`src/core/ias_consts.svh`:
```
// Purpose: constants for the indirect address sequencer
// Assumes: 16-bit address bus, 8-bit data bus
// Notes: opcode encodings are the ones common to this processor family
`ifndef IAS_CONSTS_SVH
`define IAS_CONSTS_SVH
`define IAS_ZP_HIGH 8'h00
`define IAS_PROG_BYTES 16'h0002
`define IAS_OP_INCLUSIVE_OR 3'h0
`define IAS_OP_AND 3'h1
`define IAS_OP_EXCLUSIVE_OR 3'h2
`define IAS_OP_ADC 3'h3
`define IAS_OP_STORE_ACCUMULATOR 3'h4
`define IAS_OP_LOAD_ACCUMULATOR 3'h5
`define IAS_OP_COMPARE_ACCUMULATOR 3'h6
`define IAS_OP_SUBTRACT_WITH_BORROW 3'h7
`define IAS_CC_ALU 2'h1
`define IAS_CC_RMW 2'h2
`define IAS_CC_IDX 2'h0
`define IAS_MODE_XIND 3'h0
`define IAS_MODE_ZPX 3'h5
`define IAS_MODE_INDY 3'h4
`define IAS_OP_SHIFT_LEFT 3'h0
`define IAS_OP_ROTATE_LEFT 3'h1
`define IAS_OP_SHIFT_RIGHT 3'h2
`define IAS_OP_STORE_FIRST_INDEX 3'h4
`define IAS_OP_LOAD_FIRST_INDEX 3'h5
`define IAS_OP_DECREMENT_MEMORY 3'h6
`define IAS_OP_INC 3'h7
`define IAS_OP_STORE_SECOND_INDEX 3'h4
`define IAS_OP_LOAD_SECOND_INDEX 3'h5
`endif

```
`src/core/ias_pkg.sv`:
```
// Purpose: types for the indirect address sequencer
// Assumes: nothing
// Notes: state codes are binary
package ias_pkg;
   typedef enum logic [3:0] {
      ST_IDLE = 4'h0,
      ST_PTR = 4'h1,
      ST_DUMMY = 4'h2,
      ST_LOW = 4'h3,
      ST_HIGH = 4'h4,
      ST_FIX = 4'h5,
      ST_OPER = 4'h6,
      ST_WRITE = 4'h7,
      ST_BAD = 4'h8
   } state_e;
   typedef enum logic [1:0] {
      MD_ZPI = 2'h0,
      MD_XIND = 2'h1,
      MD_INDY = 2'h2,
      MD_NONE = 2'h3
   } mode_e;
endpackage

```
`src/core/ias_decode.sv`:
```
// Purpose: classify an opcode into one of the three addressing modes, or MD_NONE for any other opcode
// Assumes: opcode bit fields aaa-bbb-cc
// Notes: combinational only
`timescale 1ns/100ps
`default_nettype none
`include "ias_consts.svh"
module ias_decode (
   input wire logic [7:0] i_opcode, // Opcode byte
   output ias_pkg::mode_e o_mode, // Addressing mode
   output logic o_use_second, // Index with the second register
   output logic o_is_write, // Store operation
   output logic o_is_rmw // Read-modify-write operation
);
   wire [2:0] aaa = i_opcode[7:5];
   wire [2:0] bbb = i_opcode[4:2];
   wire [1:0] cc = i_opcode[1:0];
   wire alu_grp = (cc == `IAS_CC_ALU);
   wire rmw_grp = (cc == `IAS_CC_RMW);
   wire idx_grp = (cc == `IAS_CC_IDX);
   // Zero-page indexed opcodes; store/load of first index go via second index
   wire zpi_alu = alu_grp && (bbb == `IAS_MODE_ZPX);
   wire zpi_rmw = rmw_grp && (bbb == `IAS_MODE_ZPX);
   wire zpi_idx = idx_grp && (bbb == `IAS_MODE_ZPX) &&
      (aaa == `IAS_OP_STORE_SECOND_INDEX || aaa == `IAS_OP_LOAD_SECOND_INDEX);
   wire zpi_any = zpi_alu || zpi_rmw || zpi_idx; // see (RL3)
   wire xind = alu_grp && (bbb == `IAS_MODE_XIND); // see (RL11)
   wire indy = alu_grp && (bbb == `IAS_MODE_INDY);
   // Mode selection
   assign o_mode = zpi_any ? ias_pkg::MD_ZPI : xind ? ias_pkg::MD_XIND : indy ? ias_pkg::MD_INDY : ias_pkg::MD_NONE;
   wire first_index_move = (aaa == `IAS_OP_STORE_FIRST_INDEX || aaa == `IAS_OP_LOAD_FIRST_INDEX);
   assign o_use_second = zpi_rmw && first_index_move; // see (RL2)
   assign o_is_write = (alu_grp && aaa == `IAS_OP_STORE_ACCUMULATOR) ||
      (zpi_rmw && aaa == `IAS_OP_STORE_FIRST_INDEX) || (zpi_idx && aaa == `IAS_OP_STORE_SECOND_INDEX);
   assign o_is_rmw = zpi_rmw && !first_index_move;
endmodule // ias_decode
`default_nettype wire

```
`src/core/ias_seq.sv`:
```
// Purpose: address generation and bus sequencing for zero-page indexed and indirect modes
// Assumes: one bus access per cycle; memory answers reads in the same cycle
// Notes: the caller fetches the opcode and presents it with i_start in cycle 1
`timescale 1ns/100ps
`default_nettype none
`include "ias_consts.svh"
// How it works
// (RL1) Zero-page base plus first index wraps within zero page, no extra cycle.
// (RL2) Zero-page indexing uses first index, except first-index load/store use second.
// (RL3) Zero-page first-index mode offered for the listed arithmetic, shift and move ops.
// (RL4) Byte after opcode is a zero-page pointer; target low read from it.
// (RL5) Pointer plus one gives the location of the target high byte.
// (RL6) Cycle after high fetch puts assembled target address on the bus.
// (RL7) Indexed indirect adds first index to pointer; cycle 3 reads unindexed pointer.
// (RL8) Indexed indirect always takes six cycles.
// (RL9) Indexed pointer sums wrap in zero page, never carry to high byte.
// (RL10) Indexed indirect cycles three and four use high address byte zero.
// (RL11) Indexed indirect offered only for the eight accumulator operations.
// (RL12) Indirect indexed fetches base pair, then adds second index.
// (RL13) Without page crossing indirect indexed reads operand in cycle 5.
// (RL14) A low-byte carry adds a cycle to bump the base high byte.
// (RL15) Both indirect modes use two program bytes; PC advances by two.
// (RL16) Zero-page indexed accesses force the high address byte to zero.
// (RL17) Accesses to uncorrected addresses are reads; writes wait for the true address.
// (RL18) Indirect indexed stores and RMW always take the crossing path.
// (RL19) Pointer at last zero-page byte takes high byte from location zero.
// (RL20) Discarded reads strobe like normal reads; their data is ignored.
module ias_seq (
   input wire logic i_clk, // 200 MHz clock
   input wire logic i_rst, // Async reset, active high
   input wire logic i_start, // Opcode present, cycle 1
   input wire logic [7:0] i_opcode, // Opcode byte
   input wire logic [15:0] i_pc, // Address of the opcode
   input wire logic [7:0] i_index_x, // First index register
   input wire logic [7:0] i_index_y, // Second index register
   input wire logic [7:0] i_rdata, // Memory read data
   input wire logic [7:0] i_wdata, // Store or modified data
   output logic [15:0] o_addr, // Address bus
   output logic o_rd, // Read strobe
   output logic o_wr, // Write strobe
   output logic [7:0] o_wdata, // Write data
   output logic o_busy, // Sequence in progress
   output logic o_operand_valid, // Operand read this cycle
   output logic [7:0] o_operand, // Captured operand
   output logic o_done, // Last cycle of the sequence
   output logic [15:0] o_next_pc, // Program counter after operand
   output logic o_unsupported // Opcode not in these modes
);
   ias_pkg::state_e state_q, state_d;
   ias_pkg::mode_e mode_w, mode_q;
   logic use_second_w, is_write_w, is_rmw_w;
   logic use_second_q, is_write_q, is_rmw_q;
   logic [15:0] pc_q;
   logic [7:0] pointer_byte_q, target_low_byte_q, target_high_byte_q, operand_q;
   logic carry_q, started_q;

   // Opcode classification
   // Opcodes outside these modes leave the sequencer idle and raise o_unsupported
   ias_decode u_decode (
      .i_opcode(i_opcode),
      .o_mode(mode_w),
      .o_use_second(use_second_w),
      .o_is_write(is_write_w),
      .o_is_rmw(is_rmw_w)
   );

   // Index selection and zero-page sums; 8-bit width gives the wrap for free
   // X for indexed indirect; zero-page first-index load/store select the second index
   wire [7:0] zp_index = use_second_q ? i_index_y : i_index_x; // see (RL2)
   wire [7:0] zp_sum = pointer_byte_q + zp_index; // see (RL1) (RL9)
   // Pointer plus one wraps too, so a pair at the top of zero page ends at location zero
   wire [7:0] ptr_next = pointer_byte_q + 8'h01; // see (RL5) (RL19)
   wire [8:0] low_sum = {1'b0, target_low_byte_q} + {1'b0, i_index_y}; // see (RL12)
   wire [7:0] high_fixed = target_high_byte_q + 8'h01; // see (RL14)
   wire writes = is_write_q || is_rmw_q;
   wire in_xind = (mode_q == ias_pkg::MD_XIND);
   wire in_zpi = (mode_q == ias_pkg::MD_ZPI);
   wire in_indy = (mode_q == ias_pkg::MD_INDY);

   // Next-state logic
   always_comb begin
      state_d = state_q;
      case (state_q)
         ias_pkg::ST_IDLE: begin
            if (i_start && mode_w != ias_pkg::MD_NONE) begin
               state_d = ias_pkg::ST_PTR;
            end
         end
         ias_pkg::ST_PTR: begin
            state_d = in_indy ? ias_pkg::ST_LOW : ias_pkg::ST_DUMMY; // see (RL4)
         end
         ias_pkg::ST_DUMMY: begin
            state_d = in_zpi ? ias_pkg::ST_OPER : ias_pkg::ST_LOW; // see (RL7)
         end
         ias_pkg::ST_LOW: begin
            state_d = ias_pkg::ST_HIGH;
         end
         // Indirect indexed stores take the fix cycle even without carry, so no write hits a false address
         ias_pkg::ST_HIGH: begin
            if (in_indy && (low_sum[8] || writes)) begin
               state_d = ias_pkg::ST_FIX; // see (RL14) (RL18)
            end else begin
               state_d = ias_pkg::ST_OPER; // see (RL6) (RL8) (RL13)
            end
         end
         ias_pkg::ST_FIX: begin
            state_d = ias_pkg::ST_OPER;
         end
         // Read-modify-write adds one write cycle at the same address
         ias_pkg::ST_OPER: begin
            state_d = is_rmw_q ? ias_pkg::ST_WRITE : ias_pkg::ST_IDLE;
         end
         ias_pkg::ST_WRITE: begin
            state_d = ias_pkg::ST_IDLE;
         end
         default: begin
            state_d = ias_pkg::ST_IDLE;
         end
      endcase
   end

   // Address bus; every zero-page access carries the zero high byte
   wire at_ptr = (state_q == ias_pkg::ST_PTR);
   wire at_dummy = (state_q == ias_pkg::ST_DUMMY);
   wire at_low = (state_q == ias_pkg::ST_LOW);
   wire at_high = (state_q == ias_pkg::ST_HIGH);
   wire at_fix = (state_q == ias_pkg::ST_FIX);
   wire at_final = (state_q == ias_pkg::ST_OPER) || (state_q == ias_pkg::ST_WRITE);
   wire [15:0] pc_after = pc_q + 16'h0001; // Pointer byte follows the opcode
   // Indexed indirect pointer already holds the indexed sum after the dummy cycle
   wire [15:0] zp_ptr_addr = {`IAS_ZP_HIGH, pointer_byte_q}; // see (RL16)
   wire [15:0] zp_sum_addr = {`IAS_ZP_HIGH, zp_sum}; // see (RL1) (RL16)
   wire [15:0] zp_next_addr = {`IAS_ZP_HIGH, ptr_next}; // see (RL5) (RL10)
   wire [15:0] target_addr = {target_high_byte_q, target_low_byte_q}; // see (RL6)
   wire [15:0] fixed_addr = {high_fixed, target_low_byte_q}; // see (RL14)
   assign o_addr = at_ptr ? pc_after :
                   at_dummy ? zp_ptr_addr : // see (RL7)
                   at_low ? zp_ptr_addr : // see (RL4) (RL10)
                   at_high ? zp_next_addr :
                   at_fix ? target_addr : // see (RL17)
                   (at_final && in_zpi) ? zp_sum_addr :
                   (at_final && carry_q) ? fixed_addr :
                   at_final ? target_addr : 16'h0000;

   // Strobes; dummy and fix cycles are plain reads, writes only at the true address
   wire active = (state_q != ias_pkg::ST_IDLE);
   wire write_now = (state_q == ias_pkg::ST_OPER && is_write_q) || (state_q == ias_pkg::ST_WRITE);
   assign o_wr = write_now; // see (RL17) (RL18)
   assign o_rd = active && !write_now; // see (RL20)
   // Busy drops in the cycle after o_done, so a new start may follow at once
   assign o_busy = active;
   assign o_operand_valid = (state_q == ias_pkg::ST_OPER) && !is_write_q;
   assign o_done = (state_q == ias_pkg::ST_OPER && !is_rmw_q) || (state_q == ias_pkg::ST_WRITE);
   assign o_wdata = i_wdata;
   assign o_operand = operand_q;
   assign o_next_pc = pc_q + `IAS_PROG_BYTES; // see (RL15)
   assign o_unsupported = started_q;

   // State and captured bytes
   always_ff @(posedge i_clk or posedge i_rst) begin
      if (i_rst) begin
         state_q <= ias_pkg::ST_IDLE;
         mode_q <= ias_pkg::MD_NONE;
         use_second_q <= 1'b0;
         is_write_q <= 1'b0;
         is_rmw_q <= 1'b0;
         pc_q <= 16'h0000;
         started_q <= 1'b0;
      end else begin
         state_q <= state_d;
         started_q <= (state_q == ias_pkg::ST_IDLE) && i_start && (mode_w == ias_pkg::MD_NONE);
         // Latch the decode once; the opcode input may change after cycle 1
         if (state_q == ias_pkg::ST_IDLE && i_start) begin
            mode_q <= mode_w;
            use_second_q <= use_second_w;
            is_write_q <= is_write_w;
            is_rmw_q <= is_rmw_w;
            pc_q <= i_pc;
         end
      end
   end

   // Datapath bytes; the discarded byte is never loaded
   always_ff @(posedge i_clk or posedge i_rst) begin
      if (i_rst) begin
         pointer_byte_q <= 8'h00;
         target_low_byte_q <= 8'h00;
         target_high_byte_q <= 8'h00;
         operand_q <= 8'h00;
         carry_q <= 1'b0;
      end else begin
         if (state_q == ias_pkg::ST_PTR) begin
            pointer_byte_q <= i_rdata; // see (RL4)
         end
         if (state_q == ias_pkg::ST_DUMMY && in_xind) begin
            pointer_byte_q <= zp_sum; // see (RL7) (RL9)
         end
         if (state_q == ias_pkg::ST_LOW) begin
            target_low_byte_q <= i_rdata;
         end
         // Indirect indexed replaces the low byte with its indexed sum here,
         // so the fix cycle and the operand cycle both reuse it
         // Carry is cleared here for indexed indirect so a stale one cannot bump a later high byte
         if (state_q == ias_pkg::ST_HIGH) begin
            target_high_byte_q <= i_rdata;
            if (in_indy) begin
               target_low_byte_q <= low_sum[7:0]; // see (RL13)
            end
            carry_q <= 1'b0;
         end
         if (state_q == ias_pkg::ST_FIX) begin
            carry_q <= carry_q;
         end
         if (state_q == ias_pkg::ST_HIGH && in_indy) begin
            carry_q <= low_sum[8]; // see (RL14)
         end
         if (state_q == ias_pkg::ST_OPER && !is_write_q) begin
            operand_q <= i_rdata;
         end
      end
   end
endmodule // ias_seq
`default_nettype wire

```
`config.mk`:
```
export PLATFORM = sky130hd
export DESIGN_NAME = ias_seq
export DESIGN_NICKNAME = d
export VERILOG_FILES = /design/src/core/ias_pkg.sv /design/src/core/ias_decode.sv /design/src/core/ias_seq.sv
export VERILOG_INCLUDE_DIRS = /design/src /design/src/core
export SDC_FILE = /design/constraint.sdc
export NUM_CORES = 1
export LEC_CHECK = 0
export BUFFER_PORTS_ARGS = -buffer_cell sky130_fd_sc_hd__buf_2
export CAP_MARGIN = 20
export CORE_ASPECT_RATIO = 0.6
export CORE_UTILIZATION = 45
export DETAILED_ROUTE_END_ITERATION = 12
export PLACE_DENSITY = 0.74
export SLEW_MARGIN = 20
export SYNTH_ARGS = -nofsm -noshare
export SYNTH_HDL_FRONTEND = slang
export SYNTH_SLANG_ARGS = --single-unit
```
`constraint.sdc`:
```
create_clock -name i_clk -period 4 [get_ports i_clk]
set_clock_uncertainty 0.15 [all_clocks]
set_input_delay 1.2 -clock i_clk [delete_from_list [all_inputs] [get_ports i_clk]]
set_output_delay 1.2 -clock i_clk [all_outputs]
set_load 0.05 [all_outputs]
```
==> summary.md, run 1 <==
| Metric | Value |
|---|---|
| # hold bufs at CTS | `0` |
| Worst-Margin Slew | `0.591 ns` |
| Root Buffer | `clkbuf_16` |
| Tcrit/Tclk final | `1.14` |
| Die Wd | `129 µm` |
| Die area | `10,100 µm²` |
| Outcome | `complete, but fails checks` |
| Die Height | `78.2 µm` |
| GRT overflow | `0` |
| Synth cell types | `55` |
| CTS buffer count | `9` |
| Max Cap Viol | `0` |
| Initial core utilization | `0.469` |
| Setup ws final | `-0.574 ns` |
| Clk buf depth | `2` |
| CTS tree | `yes` |
| Sequential fraction of the synthesis area | `0.334` |
| First-pass DRT Iterations | `5` |
| Clk slew on worst S/H paths | `about 0.05 ns` |
| Core area | `9290 µm²` |
| Global-route usage over all layers | `0.271` |
| Final Setup Violations | `6` |
| Asr flop ratio synth | `1.00` |
| GP Congestion | `0.954` |
| Fmax | `between 200 and 250 MHz` |
| # diodes | `0` |
| Clock sinks | `58` |
| Critical path type | `input port to output port` |
| Predominant post-synthesis flop cell | `dfrtp_1` |
| Syn nets | `560` |
| Nets | `about 690` |
| Total wire length | `around 13,000 µm` |
| Global-route wire length before repair | `20,600 µm` |
| Layout cells sized above 1 | `0.397` |
| Clk_lat worst skew | `0.33 ns` |
| Via/cell ratio | `between 5 and 6` |
| I/O pin count | `113` |
| Worst-path maximum fanout | `4` |
| Post-Syn Instances | `480` |
| WP data arrival | `approximately 3.2 ns` |
| Fin crit period | `4.57 ns` |
| Row count | `27` |
| Slew Viols, Final | `0` |
| Worst setup EP type | `output port` |
| WHS | `approximately 0.36 ns` |
| Endpoints failing hold | `0` |
| Most frequent cells in the layout | `buf_2 (80), dfrtp_1 (55), buf_4 (47), nand2_1 (44), nor2_1 (41)` |
| Placed cells | `721` |
| Required @ worst endpoint | `roughly 2.7 ns` |
| Hold Crit Class | `flop to flop` |
| EDFF count, synth | `0` |
| Initial antenna violation count | `0` |
| Layout Utilization | `0.633` |
| Failing checks | `negative setup slack` |
| Syn-to-layout area delta | `35.0%` |
| Largest net degree at the start of global routing | `30` |
| Drt initial violations | `256` |
| Synth Cell Area | `4360 µm²` |
| Post-Layout Cell Count | `744` |
| I/O Buffers | `96` |
| Leading cell type in the layout, fill and taps excluded | `buf_2` |
| Vias in the first global route | `4,003` |
| CP Launch Type | `input port` |
| Drt wl/cell | `17.5 µm` |
| Synth Register Bits | `58` |
| Post-DP HPWL | `roughly 10000 µm` |
| Antenna viol nets, final | `0` |
| DRC Markers | `0` |
| Post-Syn Area per Cell | `9.08 µm²` |
| RSZ-0062 raised after global routing | `true` |
| Rel. slew slack | `0.605` |
| Fillers | `790` |
| H-tree depth | `3` |
| Yosys warnings | `0` |
| Via count | `4,133` |
-- final timing paths --
kind                                          startpoint                             to  slack [ns]  cells after the start
worst max register to register  use_second_q$_DFFE_PP0P_  pointer_byte_q[5]$_DFFE_PP0P_        1.19                     14
worst min register to register  o_operand[0]$_DFFE_PP0P_       o_operand[0]$_DFFE_PP0P_        0.36                      1
worst min-delay path            o_operand[0]$_DFFE_PP0P_       o_operand[0]$_DFFE_PP0P_        0.36                      1
min in group asynchronous                          i_rst       o_operand[0]$_DFFE_PP0P_        0.63                      2
worst max-delay path                        i_index_y[5]                      o_addr[6]       -0.57                      9
max in group asynchronous                          i_rst          mode_q[0]$_DFFE_PP1P_        2.38                      3
-- per-stage QoR --
| step | setup TNS, ns | area (µm²) | setup slack (ns) |
|---|---|---|---|
| after detailed placement | -3.38 | 5320 | -0.678 |
| after global placement | -3.11 | 5320 | -0.605 |
| after CTS | -2.16 | 5850 | -0.525 |
| after floorplan | -1.16 | 4510 | -0.308 |
| after global routing | -2.86 | 5880 | -0.656 |
| final | -2.28 | 5880 | -0.574 |
-- cell type report --
cell class | instances | area (µm²) | share of cell area
Timing Repair Buffer | 145 | 952 | 0.162
Multi-Input combinational cell | 376 | 2920 | 0.496
Sequential cell | 58 | 1460 | 0.247
Clock buffer | 11 | 243 | 0.0413
Clock inverter | 5 | 77.6 | 0.0132
Inverter | 19 | 71.3 | 0.0121
Tap cell | 130 | 163 | 0.0277
-- cell usage after synthesis, types with 7 or more instances --
| library cell | count | area share |
|---|---|---|
| dfrtp_1 | 56 | 0.32 |
| nand2_1 | 44 | 0.038 |
| nor2_1 | 43 | 0.037 |
| mux2_2 | 40 | 0.10 |
| xor2_1 | 27 | 0.054 |
| a21oi_1 | 25 | 0.029 |
| xnor2_1 | 24 | 0.048 |
| ha_1 | 19 | 0.055 |
| inv_1 | 19 | 0.016 |
| nand3_1 | 19 | 0.022 |
| o21ai_0 | 15 | 0.017 |
| mux2i_1 | 11 | 0.025 |
| o22ai_1 | 11 | 0.016 |
| buf_2 | 10 | 0.011 |
| buf_4 | 9 | 0.016 |
| nand4_1 | 8 | 0.011 |
| nor2b_1 | 8 | 0.011 |
| a21o_1 | 7 | 0.012 |
-- cells by family after synthesis --
| family | Yosys count | share of synthesized area |
|---|---|---|
| flip-flops | 58 | 0.334 |
| AND/OR/NAND/NOR | 153 | 0.165 |
| buffers and inverters | 46 | 0.0503 |
| AO/OA/AOI/OAI | 100 | 0.157 |
| XOR/XNOR | 51 | 0.103 |
| adder cells (fa/ha/maj) | 21 | 0.0638 |
| multiplexers | 51 | 0.129 |
-- per-layer routing --
layer | up-vias | part of all wire | GRT usage
met5 | - | 0 | 0
met4 | 0 | 0.0097 | 0.0494
met3 | 14 | 0.074 | 0.0777
met2 | 152 | 0.42 | 0.397
met1 | 2003 | 0.49 | 0.397
li1 | 1964 | - | -
-- registers in the layout, summed over array words and instances (netlist names) --
| register | cells |
|---|---|
| carry_q | 1 |
| is_rmw_q | 1 |
| is_write_q | 1 |
| mode_q | 2 |
| o_operand | 8 |
| o_unsupported | 1 |
| pc_q | 16 |
| pointer_byte_q | 8 |
| state_q | 3 |
| target_high_byte_q | 8 |
| target_low_byte_q | 8 |
| use_second_q | 1 |
-- worst max-delay path: stages --
cell and delay [ns]:
buf_2 0.11, mux2_2 0.26, ha_1 0.33, nor2b_1 0.17
a221oi_1 0.31, o211ai_1 0.23, a221oi_2 0.34, o22ai_4 0.10
buf_6 0.16
-- timing repair --
action,CTS,global route
resized for setup,41,6
pin swaps,22,11
setup endpoints to repair,8,11
setup buffers,5,2
Power of run 1 is not shown: default switching activity piles up to over one toggle a cycle in this logic, so the estimate is an artifact.
==> run 2, diff against run 1 <==
--- a/config.mk
+++ b/config.mk
@@ -15,4 +15,5 @@
 export SLEW_MARGIN = 20
 export SYNTH_ARGS = -nofsm -noshare
 export SYNTH_HDL_FRONTEND = slang
+export SYNTH_HIERARCHICAL = 1
 export SYNTH_SLANG_ARGS = --single-unit
==> constraint.sdc (replaced) <==
create_clock -name i_clk -period 4 [get_ports i_clk]
set_clock_uncertainty 0.15 [all_clocks]
set_input_delay 0.2 -clock i_clk [delete_from_list [all_inputs] [get_ports i_clk]]
set_output_delay 0.2 -clock i_clk [all_outputs]
set_load 0.05 [all_outputs]
==> summary.md, run 2 <==
| Metric | Value |
|---|---|
| Leakage | `2.52 nW` |
| Tcrit/Tclk final | `0.853 (-0.291)` |
| Synth cell types | `69 (+25%)` |
| Post-DP Area | `5040 µm² (-5.3%)` |
| Drt wl/cell | `18.2 µm (+3.9%)` |
| Outcome | `completed` |
| Root Buffer | `clkbuf_16` |
| Clk buf depth | `2 (unchanged)` |
| WP data arrival | `3.06 ns (-0.16 ns)` |
| Maximum vdd drop | `between 0.5 and 0.6 mV` |
| EDFF count, synth | `0 (unchanged)` |
| Fillers | `907 (+15%)` |
| I/O Buffers | `96 (unchanged)` |
| Layout cells sized above 1 | `0.289 (-0.108)` |
| Max Cap Viol | `0 (unchanged)` |
| Post-DP HPWL | `10,200 µm (+3.0%)` |
| Most frequent cells in the layout | `buf_2 (96), nand2_1 (56), dfrtp_1 (56), mux2_2 (37)` |
| Yosys top cell by area | `dfrtp_1` |
| Hold_sp | `i_rdata[3]` |
| Fmax | `293 MHz (+34%)` |
| Internal | `0.00267 W` |
| Sequential fraction of the synthesis area | `0.319 (-0.0143)` |
| CTS tree | `yes` |
| Via count | `4,220 (+2.1%)` |
| H-tree depth | `3 (unchanged)` |
| Clk slew on worst S/H paths | `0.05 ns (about the same)` |
| Initial antenna violation count | `0 (unchanged)` |
| Reg power frac | `0.236` |
| First-pass DRT Iterations | `7 (+2)` |
| Row count | `28 (+3.7%)` |
| Commonest cells post-synth | `dfrtp_1 (56), nand2_1 (56), mux2_2 (37)` |
| Asr flop ratio synth | `1.00 (unchanged)` |
| Nets | `677 (-1.7%)` |
| Hold Path Sink | `target_high_byte_q[3]$_DFFE_PP0P_` |
| Clk_lat worst skew | `0.34 ns (about the same)` |
| Largest register by flop count | `pc_q` |
| I/O pin count | `113 (unchanged)` |
| GRT overflow | `0 (unchanged)` |
| Post-route cell area | `5550 µm² (-5.6%)` |
| # diodes | `0 (unchanged)` |
| Slew Viols, Final | `0 (unchanged)` |
| P per Cell Area | `1040 nW/µm²` |
| P_sw | `about 0.0031 W` |
| Die Wd | `132 µm (+2.2%)` |
| Total wire length | `13,400 µm (+2.9%)` |
| Number of flip-flops in the largest register | `16 (unchanged)` |
| Final Setup Violations | `0 (-6)` |
| Routed met2 length | `5650 µm (+2.9%)` |
| Critical path type | `flop to output port` |
| Syn nets | `580 (+3.6%)` |
| Clock sinks | `58 (unchanged)` |
| Worst R2R End | `state_q[0]$_DFFE_PP0P_` |
| Hold depth | `3 (+2)` |
| Die area | `10,500 µm² (+4.4%)` |
| RSZ-0062 raised after global routing | `false` |
| Initial core utilization | `0.462 (-0.00658)` |
| Antenna viol nets, final | `0 (unchanged)` |
| Synth Cell Area | `4550 µm² (+4.5%)` |
| Flop2flop setup slack | `1.28 ns (+0.09 ns)` |
| CTS buffer count | `9 (unchanged)` |
| Rel. slew slack | `0.428 (-0.178)` |
| Syn-to-layout area delta | `22.0%` |
| Hold Crit Class | `input port to flop` |
| Worst setup EP type | `output port` |
| Clock power frac | `0.153` |
| Die Height | `79.9 µm (+2.2%)` |
| Global-route usage over all layers | `0.266 (-0.00562)` |
| CP Launch Type | `flop` |
| Post-Layout Cell Count | `737 (-0.94%)` |
| Yosys warnings | `6 (+6)` |
| Setup_tns | `0 ns (+2.28 ns)` |
| GP Congestion | `0.886 (-7.1%)` |
| Placed cells | `703 (-2.5%)` |
| Drt initial violations | `304 (+19%)` |
| Core area | `9840 µm² (+6.0%)` |
| Leading cell type in the layout, fill and taps excluded | `buf_2` |
| Via/cell ratio | `5.73 (+3.1%)` |
| Required @ worst endpoint | `3.65 ns (+1.00 ns)` |
| Multi-input logic area | `2830 µm² (-3.2%)` |
| Worst Reg-to-Reg Cells | `8 (-6)` |
| Reg2reg start | `target_low_byte_q[0]$_DFF_PP0_` |
| Highest routed layer | `met4` |
| Switching share of total power | `0.538` |
| Top cells by area, synth | `dfrtp_1 (31%), mux2_2 (9.2%), xor2_1 (5.6%)` |
| Met3 WL | `1110 µm (+15%)` |
| Worst-path maximum fanout | `9 (+5)` |
| Yosys top cell area share | `0.308 (-0.0138)` |
| Global-route wire length before repair | `21,300 µm (+3.3%)` |
| Endpoints failing hold | `0 (unchanged)` |
| Combinational group share of total power | `0.611` |
| Largest net degree at the start of global routing | `33 (+10%)` |
| Post-Syn Instances | `500 (+4.2%)` |
| Synth Register Bits | `58 (unchanged)` |
| DRC Markers | `0 (unchanged)` |
| Fin crit period | `3.41 ns (-1.16 ns)` |
| FF+latch area | `1450 µm² (about the same)` |
| WL met1 | `6540 µm (+1.4%)` |
| Predominant post-synthesis flop cell | `dfrtp_1` |
| Post-Syn Area per Cell | `9.10 µm² (+0.30%)` |
| Vias in the first global route | `4,016 (+0.32%)` |
| Worst-Margin Slew | `0.857 ns (+0.265 ns)` |
run 2: cell count changes after synthesis, moves of 4 or more:
cell,delta
o21bai_1,+4
o31ai_1,-4
a22oi_1,+4
o22ai_1,+6
nand2_1,+12
nor2_1,-14
inv_1,-5
a221oi_1,-5
mux2i_1,+4
a21oi_1,+4
run 2: worst max path at each step:
stage | from | end | slack, ns
2_1_floorplan | use_second_q$_DFFE_PP0P_ | o_addr[6] | 0.54
3_3_place_gp | use_second_q$_DFFE_PP0P_ | o_addr[4] | 1.02
3_5_place_dp | use_second_q$_DFFE_PP0P_ | o_addr[6] | 0.96
4_1_cts | use_second_q$_DFFE_PP0P_ | o_addr[6] | 0.59
5_1_grt | use_second_q$_DFFE_PP0P_ | o_addr[6] | 0.40
6_report | use_second_q$_DFFE_PP0P_ | o_addr[6] | 0.59
run 2: worst max-delay path, stage by stage, from the launching register on:
cell and delay, ns:
dfrtp_1 0.55, mux2_2 0.39, ha_1 0.20, inv_1 0.07
fa_1 0.21, nor2b_1 0.06, o21a_1 0.19, o21a_1 0.19
o211ai_1 0.26, a21oi_1 0.11, a211oi_1 0.18, buf_2 0.31
run 2: per-stage QoR:
| stage | hold slack (ns) | worst slack [ns] | power (W) | utilization |
|---|---|---|---|---|
| after global routing | 0.0112 | 0.396 | 0.00611 | 0.564 |
| after CTS | 0.000541 | 0.589 | 0.00574 | 0.564 |
| after floorplan | 0.155 | 0.535 | 0.00406 | - |
| after global placement | 0.146 | 1.02 | 0.00476 | 0.512 |
| final | 0.0163 | 0.588 | 0.00576 | 0.564 |
| after detailed placement | 0.156 | 0.955 | 0.00483 | 0.512 |
run 2: per-layer routing:
metal  track usage  vias up
li1              -     1988
met1         0.381     2025
met2         0.396      194
met3        0.0749       13
met4        0.0488        0
met5             0        -
run 2: layout make-up:
| class | count | share of cell area |
|---|---|---|
| inverter | 17 | 0.0115 |
| clock buffer | 10 | 0.0412 |
| tap | 135 | 0.0304 |
| multi-input combinational | 391 | 0.509 |
| timing repair buffer | 120 | 0.127 |
| clock inverter | 6 | 0.0189 |
| sequential | 58 | 0.262 |
run 2: cell families (layout without fill, tap and decap cells):
family,after synthesis,count (layout),share of synthesized area
DFF,58,58,0.319
AOI/OAI and AO/OA,116,116,0.173
buffers and inverters,51,153,0.0594
xor gates and xnor gates,50,50,0.0962
adders and majority gates,21,21,0.0610
and+or+nand+nor,152,152,0.167
muxes,52,52,0.125
run 2: repair_timing:
item / CTS / global route
resized for setup: 0 / 0
hold buffers: 18 / 0
endpoints found under the setup margin: 0 / 0
hold endpoints to repair: 43 / 0
buffers inserted: 0 / 0
run 2: power by group through the flow:
stage / Clock (W) / Combinational (W) / Sequential [W]
after floorplan: 0 / 0.00277 / 0.00129
after global placement: 0 / 0.00342 / 0.00134
after detailed placement: 0 / 0.00347 / 0.00135
after CTS: 0.000894 / 0.00350 / 0.00135
after global routing: 0.000931 / 0.00377 / 0.00141
final: 0.000884 / 0.00352 / 0.00136
Note: power is estimated with default switching activity, not from simulation.
